File: config.mk
export PLATFORM = sky130hd
export DESIGN_NAME = l1ho_ctrl
export DESIGN_NICKNAME = d
export VERILOG_FILES = /design/src/rtl/l1ho_ctrl.v /design/src/rtl/l1ho_lock_detect.v
export VERILOG_INCLUDE_DIRS = /design/src /design/src/pkg
export SDC_FILE = /design/constraint.sdc
export NUM_CORES = 1
export LEC_CHECK = 0
export ABC_AREA = 1
export BUFFER_PORTS_ARGS = -buffer_cell sky130_fd_sc_hd__buf_2
export CORE_MARGIN = 1
export CORE_UTILIZATION = 57
export CTS_CLUSTER_SIZE = 14
export DETAILED_ROUTE_END_ITERATION = 10
export PLACE_DENSITY = 0.76
export SLEW_MARGIN = 10
export SYNTH_ARGS = -nofsm -noshare
export SYNTH_HDL_FRONTEND = slang
export SYNTH_HIERARCHICAL = 1
export SYNTH_SLANG_ARGS = --single-unit
File: constraint.sdc
create_clock -name clk_sys -period 3.7 [get_ports clk_sys]
set_input_delay 0.185 -clock clk_sys [delete_from_list [all_inputs] [get_ports clk_sys]]
set_output_delay 0.185 -clock clk_sys [all_outputs]
set_load 0.01 [all_outputs]
File: src/pkg/l1ho_defines.vh
// constants for the input-loop lock detect and holdover controller
`ifndef L1HO_DEFINES_VH
`define L1HO_DEFINES_VH

// ****************************************
// register offsets
// ****************************************
`define L1HO_OFS_REF_ENABLE  16'h0005
`define L1HO_OFS_PRIORITY    16'h0014
`define L1HO_OFS_EXIT_CFG    16'h0016
`define L1HO_OFS_LOCK_TIMER  16'h0028
`define L1HO_OFS_REF_SELECT  16'h0029
`define L1HO_OFS_STATE       16'h0082

// ****************************************
// field positions
// ****************************************
`define L1HO_SEL_MANUAL_LSB  0
`define L1HO_SEL_USE_DAC     2
`define L1HO_SEL_AUTOMODE    3
`define L1HO_SEL_FORCE_HO    4
`define L1HO_EXIT_CRIT_LSB   0
`define L1HO_EXIT_ACT_LSB    2
`define L1HO_ST_LOCK         3
`define L1HO_ST_REF_LSB      4
`define L1HO_ST_HOLDOVER     6

// ****************************************
// reset values
// ****************************************
`define L1HO_RST_LOCK_TIMER  8'h14
`define L1HO_RST_REF_SELECT  8'h00
`define L1HO_RST_EXIT_CFG    8'h05
`define L1HO_RST_PRIORITY    8'hE4
`define L1HO_RST_REF_ENABLE  8'h0F

// ****************************************
// timing
// ****************************************
`define L1HO_CMCLK_PERIOD_NS 40
`define L1HO_PHASE_THR_NS    4
`define L1HO_DIV_RST_CYCLES  2'h2

`endif

File: src/rtl/l1ho_ctrl.v
// input-loop reference switching, holdover state machine and registers
//
// Operation
// - count each cycle whose phase error stays below the lock threshold
// - any cycle with large phase error clears the count to zero
// - at the limit assert lock and freeze the count until an error
// - lock needs two to the power N consecutive low-error cycles
// - one bit selects manual or automatic reference switching
// - in manual mode a two-bit field picks the active reference
// - in manual mode a force bit governs holdover entry
// - automatic mode decides from loss flags, phase error, lock, settings
// - status always readable; evasive actions only in automatic mode
// - state stays in initialisation while reset is asserted
// - preload picks best reference (manual field in manual mode), acquisition starts the next cycle
// - lock moves the machine from acquisition to locked
// - in automatic mode locked enters holdover on lock loss, signal loss or priority switch
// - holdover tri-states the charge pump and optionally forces the DAC
// - leave holdover only with a stable reference and exit conditions met
// - holdover split into entry, steady and exit sub-states
// - the current state is readable as a three-bit code
// - everything runs on the common multiple clock
// - automatic switching only in preload or during holdover
// - exit criteria and exit action fields steer holdover exit
`timescale 1ns/1ns
`default_nettype none
`include "l1ho_defines.vh"

module l1ho_ctrl #(
  parameter CNT_W   = 32,
  parameter NUM_REF = 4
) (
  input  wire               clk_sys,             // common multiple clock
  input  wire               arst_n,              // async reset, active low
  input  wire               reg_wr,              // register write strobe
  input  wire               reg_rd,              // register read strobe
  input  wire [15:0]        reg_addr,            // register address
  input  wire [7:0]         reg_wdata,           // register write data
  output reg  [7:0]         reg_rdata_r,         // read data, next cycle
  input  wire [NUM_REF-1:0] signal_loss_flag,    // per-reference loss
  input  wire               phase_err_low,       // phase error below ~4 ns
  output reg                lock_detect_r,       // loop locked
  output reg  [1:0]         active_ref_r,        // reference in use
  output reg                charge_pump_tri_r,   // charge pump tri-stated
  output reg                dac_force_r,         // holdover DAC forcing
  output reg                div_reset_r,         // reset reference/feedback dividers
  output reg  [2:0]         loop1_state_code_r   // state code
);

  // ****************************************
  // state codes
  // ****************************************
  localparam [2:0] ST_INIT     = 3'h0;
  localparam [2:0] ST_PRELOAD  = 3'h1;
  localparam [2:0] ST_ACQUIRE  = 3'h2;
  localparam [2:0] ST_LOCKED   = 3'h3;
  localparam [2:0] ST_HO_ENTRY = 3'h4;
  localparam [2:0] ST_HO_HOLD  = 3'h5;
  localparam [2:0] ST_HO_EXIT  = 3'h6;

  // exit criteria and action codes
  localparam [1:0] CRIT_PHASE  = 2'h1;
  localparam [1:0] ACT_NO_RST  = 2'h1;
  localparam [1:0] ACT_DAC     = 2'h3;

  // ****************************************
  // configuration registers
  // ****************************************
  reg  [7:0] lock_timer_r;
  reg  [7:0] ref_select_r;
  reg  [7:0] exit_cfg_r;
  reg  [7:0] priority_r;
  reg  [7:0] ref_enable_r;

  wire [4:0] loop1_lock_count_exponent;
  wire [1:0] manual_ref;
  wire       use_dac;
  wire       automode;
  wire       force_ho;
  wire [1:0] exit_crit;
  wire [1:0] exit_act;

  assign loop1_lock_count_exponent = lock_timer_r[4:0];
  assign manual_ref = ref_select_r[`L1HO_SEL_MANUAL_LSB +: 2];
  assign use_dac    = ref_select_r[`L1HO_SEL_USE_DAC];
  assign automode   = ref_select_r[`L1HO_SEL_AUTOMODE];
  assign force_ho   = ref_select_r[`L1HO_SEL_FORCE_HO];
  assign exit_crit  = exit_cfg_r[`L1HO_EXIT_CRIT_LSB +: 2];
  assign exit_act   = exit_cfg_r[`L1HO_EXIT_ACT_LSB +: 2];

  // software writes; reads of unmapped addresses return zero
  always @(posedge clk_sys or negedge arst_n) begin
    if (!arst_n) begin
      lock_timer_r <= `L1HO_RST_LOCK_TIMER;
      ref_select_r <= `L1HO_RST_REF_SELECT;
      exit_cfg_r   <= `L1HO_RST_EXIT_CFG;
      priority_r   <= `L1HO_RST_PRIORITY;
      ref_enable_r <= `L1HO_RST_REF_ENABLE;
    end else if (reg_wr) begin
      if (reg_addr == `L1HO_OFS_LOCK_TIMER) begin
        lock_timer_r <= {3'h0, reg_wdata[4:0]};
      end else if (reg_addr == `L1HO_OFS_REF_SELECT) begin
        ref_select_r <= {3'h0, reg_wdata[4:0]};
      end else if (reg_addr == `L1HO_OFS_EXIT_CFG) begin
        exit_cfg_r <= {4'h0, reg_wdata[3:0]};
      end else if (reg_addr == `L1HO_OFS_PRIORITY) begin
        priority_r <= reg_wdata;
      end else if (reg_addr == `L1HO_OFS_REF_ENABLE) begin
        ref_enable_r <= {4'h0, reg_wdata[3:0]};
      end
    end
  end

  // ****************************************
  // status read-back
  // ****************************************
  reg [7:0] status_word;
  reg [7:0] rdata_nxt;

  // status fields are live in either mode
  always @* begin
    status_word = 8'h00;
    status_word[2:0] = loop1_state_code_r;
    status_word[`L1HO_ST_LOCK] = lock_detect_r;
    status_word[`L1HO_ST_REF_LSB +: 2] = active_ref_r;
    status_word[`L1HO_ST_HOLDOVER] = charge_pump_tri_r;
  end

  // address decode for the read path
  always @* begin
    rdata_nxt = 8'h00;
    if (reg_addr == `L1HO_OFS_LOCK_TIMER) begin
      rdata_nxt = lock_timer_r;
    end else if (reg_addr == `L1HO_OFS_REF_SELECT) begin
      rdata_nxt = ref_select_r;
    end else if (reg_addr == `L1HO_OFS_EXIT_CFG) begin
      rdata_nxt = exit_cfg_r;
    end else if (reg_addr == `L1HO_OFS_PRIORITY) begin
      rdata_nxt = priority_r;
    end else if (reg_addr == `L1HO_OFS_REF_ENABLE) begin
      rdata_nxt = ref_enable_r;
    end else if (reg_addr == `L1HO_OFS_STATE) begin
      rdata_nxt = status_word;
    end
  end

  // read data held until the next read
  always @(posedge clk_sys or negedge arst_n) begin
    if (!arst_n) begin
      reg_rdata_r <= 8'h00;
    end else if (reg_rd) begin
      reg_rdata_r <= rdata_nxt;
    end
  end

  // ****************************************
  // best reference from the priority table
  // ****************************************
  wire [NUM_REF-1:0] ref_ok;
  reg  [1:0]         best_ref;
  reg                best_ok;
  reg  [1:0]         cand;
  integer            i;

  genvar g;
  generate
    for (g = 0; g < NUM_REF; g = g + 1) begin : g_ok
      // a reference qualifies when enabled and free of signal loss
      assign ref_ok[g] = ref_enable_r[g] & ~signal_loss_flag[g];
    end
  endgenerate

  // first qualifying entry wins, highest priority in the low slot
  always @* begin
    best_ref = 2'h0;
    best_ok  = 1'b0;
    cand     = 2'h0;
    for (i = NUM_REF - 1; i >= 0; i = i - 1) begin
      cand = priority_r[2*i +: 2];
      if (ref_ok[cand]) begin
        best_ref = cand;
        best_ok  = 1'b1;
      end
    end
  end

  // a better reference than the active one has become usable
  wire prio_clash;
  assign prio_clash = best_ok && (best_ref != active_ref_r);

  // ****************************************
  // lock detect
  // ****************************************
  wire lock_raw;
  reg  ld_restart;

  l1ho_lock_detect #(
    .CNT_W    (CNT_W)
  ) u_lock (
    .clk_sys  (clk_sys),
    .arst_n   (arst_n),
    .restart  (ld_restart),
    .err_low  (phase_err_low),
    .exponent (loop1_lock_count_exponent),
    .lock_r   (lock_raw)
  );

  // ****************************************
  // state machine
  // ****************************************
  reg  [2:0] state_nxt;
  reg  [1:0] ref_nxt;
  reg        div_nxt;
  reg  [1:0] drst_cnt_r;
  reg  [1:0] drst_cnt_nxt;
  wire       ref_stable;
  wire       exit_ready;

  // stable means the chosen reference is enabled and free of signal loss
  assign ref_stable = automode ? best_ok : ref_ok[manual_ref];
  // optional extra condition: wait for low phase error
  assign exit_ready = (exit_crit != CRIT_PHASE) || phase_err_low;

  // next state; switching only in preload or holdover in auto mode
  always @* begin
    state_nxt    = loop1_state_code_r;
    ref_nxt      = active_ref_r;
    div_nxt      = 1'b0;
    drst_cnt_nxt = drst_cnt_r;
    ld_restart   = 1'b0;
    case (loop1_state_code_r)
      ST_INIT: begin
        state_nxt = ST_PRELOAD;
      end
      ST_PRELOAD: begin
        ref_nxt   = automode ? best_ref : manual_ref;
        state_nxt = ST_ACQUIRE;
        ld_restart = 1'b1;
      end
      ST_ACQUIRE: begin
        if (!automode) begin
          ref_nxt = manual_ref;
        end
        if (!automode && force_ho) begin
          state_nxt = ST_HO_ENTRY;
        end else if (automode && !ref_ok[active_ref_r]) begin
          state_nxt = ST_HO_ENTRY;
        end else if (lock_raw) begin
          state_nxt = ST_LOCKED;
        end
      end
      ST_LOCKED: begin
        if (!automode) begin
          ref_nxt = manual_ref;
          if (force_ho) begin
            state_nxt = ST_HO_ENTRY;
          end else if (!lock_raw) begin
            state_nxt = ST_ACQUIRE;
          end
        end else if (!lock_raw || !ref_ok[active_ref_r] || prio_clash) begin
          state_nxt = ST_HO_ENTRY;
        end
      end
      ST_HO_ENTRY: begin
        state_nxt = ST_HO_HOLD;
      end
      ST_HO_HOLD: begin
        if (automode) begin
          ref_nxt = best_ref;
          if (ref_stable) begin
            state_nxt = ST_HO_EXIT;
          end
        end else begin
          ref_nxt = manual_ref;
          if (!force_ho && ref_stable) begin
            state_nxt = ST_HO_EXIT;
          end
        end
        drst_cnt_nxt = 2'h0;
      end
      ST_HO_EXIT: begin
        ld_restart = 1'b1;
        if (!ref_stable || (!automode && force_ho)) begin
          state_nxt = ST_HO_HOLD;
        end else if (exit_act != ACT_NO_RST &&
                     drst_cnt_r != `L1HO_DIV_RST_CYCLES) begin
          div_nxt      = 1'b1;
          drst_cnt_nxt = drst_cnt_r + 2'h1;
        end else if (exit_ready) begin
          state_nxt = ST_ACQUIRE;
        end
      end
      default: begin
        state_nxt = ST_INIT;
      end
    endcase
  end

  // state and output flops on the common multiple clock
  always @(posedge clk_sys or negedge arst_n) begin
    if (!arst_n) begin
      loop1_state_code_r <= ST_INIT;
      active_ref_r       <= 2'h0;
      div_reset_r        <= 1'b0;
      drst_cnt_r         <= 2'h0;
    end else begin
      loop1_state_code_r <= state_nxt;
      active_ref_r       <= ref_nxt;
      div_reset_r        <= div_nxt;
      drst_cnt_r         <= drst_cnt_nxt;
    end
  end

  // ****************************************
  // holdover outputs
  // ****************************************
  wire in_ho_nxt;
  wire dac_hold;

  // pump tri-stated across all holdover sub-states
  assign in_ho_nxt = (state_nxt == ST_HO_ENTRY) || (state_nxt == ST_HO_HOLD) ||
                     (state_nxt == ST_HO_EXIT);
  // the assisted release keeps forcing the DAC through the exit phase
  assign dac_hold  = (state_nxt == ST_HO_ENTRY) || (state_nxt == ST_HO_HOLD) ||
                     ((state_nxt == ST_HO_EXIT) && (exit_act == ACT_DAC));

  // registered so the outputs change with the state code
  always @(posedge clk_sys or negedge arst_n) begin
    if (!arst_n) begin
      charge_pump_tri_r <= 1'b0;
      dac_force_r       <= 1'b0;
      lock_detect_r     <= 1'b0;
    end else begin
      charge_pump_tri_r <= in_ho_nxt;
      dac_force_r       <= dac_hold && use_dac;
      lock_detect_r     <= lock_raw;
    end
  end

endmodule

`default_nettype wire

File: src/rtl/l1ho_lock_detect.v
// consecutive low-phase-error counter with lock output
`timescale 1ns/1ns
`default_nettype none

module l1ho_lock_detect #(
  parameter CNT_W = 32
) (
  input  wire             clk_sys,      // common multiple clock
  input  wire             arst_n,       // async reset, active low
  input  wire             restart,      // force count back to zero
  input  wire             err_low,      // phase error below threshold
  input  wire [4:0]       exponent,     // lock needs 2**exponent cycles
  output reg              lock_r        // lock indication
);

  reg  [CNT_W-1:0] cnt_r;
  wire [CNT_W-1:0] limit_m1;
  wire [CNT_W:0]   limit_full;

  // the limit minus one, so a count of 2**n cycles fits in CNT_W bits
  assign limit_full = {{CNT_W{1'b0}}, 1'b1} << exponent;
  assign limit_m1   = limit_full[CNT_W-1:0] - {{(CNT_W-1){1'b0}}, 1'b1};

  // counter frozen once locked, saving toggling until an error arrives
  always @(posedge clk_sys or negedge arst_n) begin
    if (!arst_n) begin
      cnt_r  <= {CNT_W{1'b0}};
      lock_r <= 1'b0;
    end else if (restart || !err_low) begin
      cnt_r  <= {CNT_W{1'b0}};
      lock_r <= 1'b0;
    end else if (!lock_r) begin
      if (cnt_r == limit_m1) begin
        lock_r <= 1'b1;
      end else begin
        cnt_r <= cnt_r + {{(CNT_W-1){1'b0}}, 1'b1};
      end
    end
  end

endmodule

`default_nettype wire

==> impl_metrics.tcl <==
set metrics [dict create \
    antenna_found_initial 0 \
    setup_viol 0 \
    drt_iter0_markers 705 \
    worst_path_max_delay_cell "dfstp_2" \
    initial_core_util_pct 59.6 \
    place_ws_ns 0.308 \
    crit_type "reg -> reg" \
    worstSkewPairLatency_ns 0.34 \
    htree_levels 3 \
    grt_max_degree 79 \
    end_kind "flop" \
    fin_tns_setup_ns 0 \
    antenna_left 0 \
    synth_area_per_cell_um2 6.45 \
    clock-sinks 78 \
    cts_setup_buffers 0 \
    fillCellCount 1082 \
    relSlewSlack_pct 29.9 \
    drtPass1Iterations 6 \
    grt_pass1_vias 6043 \
    worst_hold_path_type "in -> async" \
    ys_seq_elements 78 \
    num_rows 38 \
    path_cells "inv_2 -> nand4_1 -> ha_1 -> nand3_2 -> inv_2 -> nand2_2 -> inv_1 -> nand2_1 -> nand2_1 -> nand3_1 -> nor2_1 -> nand2_1 -> nor2_2 -> nand3_4 -> nand2_8 -> nand3_1 -> nand2_1" \
    cpMostUsedCell "nand2_1" \
    synth_top_area_share_pct 25.0 \
    rr_worst_depth 17 \
    internal_power_uw 1510 \
    syn_to_final_growth_pct 9.77 \
    yosysTopAreaCell "dfrtp_1" \
    rsz0062_at_grt "no" \
    required_ns 3.97 \
    rr_startpoint "lock_timer_r[2]" \
    netlist_instances 1023 \
    combPwrFrac_pct 17.5 \
    synth_edf_count 0 \
    synthMostInstantiatedCell "nand2_1" \
    seq_area_frac_synth_pct 29.8 \
    cts.hold.buffers_added 0 \
    cts_tree "built" \
    finalPower_uw 2230 \
    numCtsBuffers 9 \
    p_sw_share_pct 32.2 \
    synthArstFlopShare_pct 100 \
    vias 6866 \
    gp_congestion 1.00 \
    crit_fanout 32 \
    peakVddDrop_uv 275 \
    period_minus_slack_ns 3.32 \
    ys_types 50 \
    critPathLaunchType "flop" \
    grt.total_usage_pct 32.8 \
    tightest_slew_ns 1.05 \
    hold_violations 0 \
    whs_ns 0.00690 \
    max_freq_mhz 301 \
    finalClockSkew_ns 0.00687 \
    syn_nets 1059 \
    ys_top_cells_by_area "dfrtp_1 (25%), nand2_1 (15%), nand3_1 (8.6%)" \
    root_buffer "clkbuf_16" \
    n_antenna_cell 0 \
    ys.warnings.count 6 \
    drcViolationCount 0 \
    synth_area_um2 6600 \
    drive_gt1_share_pct 11.9 \
    die-width_um 110 \
    dpl.hpwl_mm 14.2 \
    final_util_pct 65.4 \
    cts_buffer_depth 2 \
    dieArea_um2 12000 \
    fin_crit_sh_pct 89.7 \
    drt_wl_total_mm 18.4 \
    core_area_um2 11100 \
    port-buffer-count 49 \
    pin_count 50 \
    wl_per_cell_um 15.3 \
    multi_input_comb_area_um2 4000 \
    powerDensity_nw_per_um2 307 \
    r2r_setup_slack_ns 0.38 \
    finalWorstSetupSlack_ns 0.381 \
    status "finished clean" \
    synth_ff_type "dfrtp_1" \
    power_switching_uw 718 \
    p_clk_share_pct 41.4 \
    p_seq_share_pct 41.1 \
    arrival_ns 3.59 \
    path_clk_slew_ns 0.06 \
    grt-ovfl-total 0 \
    r2r_end "u_lock/cnt_r[29]" \
    critPathMaxStageDelay_ns 0.76 \
    synth_common_cells "nand2_1 (271), nor2_1 (127), inv_1 (123)" \
    cap_violations 0 \
    vias_per_cell 5.70 \
    nets 1096 \
    seqCellArea_um2 1970 \
    grt_first_pass_wirelength_mm 29.9 \
    die_h_um 110 \
    leakagePower_uw 0.00357 \
    slew_violations 0 \
]
==> sequential cells by signal (all words and copies together), names as in the netlist <==
name,count
reg_rdata_r,8
lock_timer_r,5
drst_cnt_r,2
div_reset_r,1
u_lock/lock_r,1
exit_cfg_r,4
charge_pump_tri_r,1
loop1_state_code_r,3
ref_enable_r,4
active_ref_r,2
lock_detect_r,1
priority_r,8
ref_select_r,5
dac_force_r,1
u_lock/cnt_r,32
==> cells in the final DEF, fill, tap and decap left out, types with 3 or more instances in the layout <==
cell and n:
nand2_1 271, nor2_1 126, inv_1 123, nand3_1 114, dfrtp_1 66, buf_2 48, nand4_1 46, xor2_1 42
o21ai_0 38, nor3_1 31, a21oi_1 20, dfstp_2 12, xnor2_1 11, nor4_1 9, clkbuf_16 9, inv_2 8
nand3_2 7, nand2_2 7, o22ai_1 7, buf_4 7, nor2_2 6, nand3b_1 4, o221ai_1 4, o21bai_1 4
o21ai_1 3, nand3_4 3, ha_1 3, inv_6 3
==> worst max-delay path by stage <==
| stage | from | to | slack, ns | depth (start not counted) |
|---|---|---|---|---|
| 3_5_place_dp | lock_timer_r[2] | u_lock/cnt_r[29] | 0.31 | 16 |
| 4_1_cts | lock_timer_r[2] | u_lock/cnt_r[29] | 0.27 | 16 |
| 6_report | lock_timer_r[2] | u_lock/cnt_r[29] | 0.38 | 17 |
| 3_3_place_gp | lock_timer_r[2] | u_lock/cnt_r[29] | 0.39 | 16 |
| 5_1_grt | lock_timer_r[2] | u_lock/cnt_r[29] | 0.06 | 17 |
| 2_1_floorplan | lock_timer_r[2] | u_lock/cnt_r[13] | 0.99 | 19 |
==> per-stage QoR <==
stage | std cells | area, um^2
global placement | 1189 | 6920
finish | 1205 | 7240
floorplan | 1023 | 6600
global route | 1205 | 7240
CTS | 1205 | 7230
detailed placement | 1189 | 6920
==> logic make-up after synthesis <==
family	synth area share (%)
AOI/OAI and AO/OA	8.15
xor gates and xnor gates	7.38
adders and majority gates	0.569
buffers and inverters	9.80
DFF	29.8
muxes	0.171
and+or+nand+nor	44.1
==> area by class of cell <==
class	count	area share [%]
clock buffer	9	3.11
multi-input combinational	783	55.3
inverter	133	6.89
timing repair buffer	55	4.04
clock inverter	7	1.11
sequential	78	27.2
tap	140	2.42
==> layer usage <==
layer	track usage (%)	up-vias	routed length [um]
li1	-	3432	-
met1	49.8	3144	8880
met2	47.2	263	7640
met3	5.45	27	1590
met4	10.6	0	321
met5	0	-	0
==> worst max-delay path: cells and delay by family (launching register included) <==
family	cells	cell delay [ns]
fa+ha+maj	1	0.23
buf+inv	3	0.46
flops	1	0.76
simple gates	13	1.79
==> power groups by stage <==
stage	registers (uW)	logic, uW	clock network (uW)
3_3_place_gp	932	379	0
3_5_place_dp	930	378	0
4_1_cts	914	379	934
6_report	915	389	922
2_1_floorplan	932	246	0
5_1_grt	918	431	972
==> repair_timing <==
item	4_1_cts	5_1_grt
setup endpoints to repair	0	25
endpoints found under the hold margin	0	0
resized for setup	0	2
(Power assumes the default switching activity.)
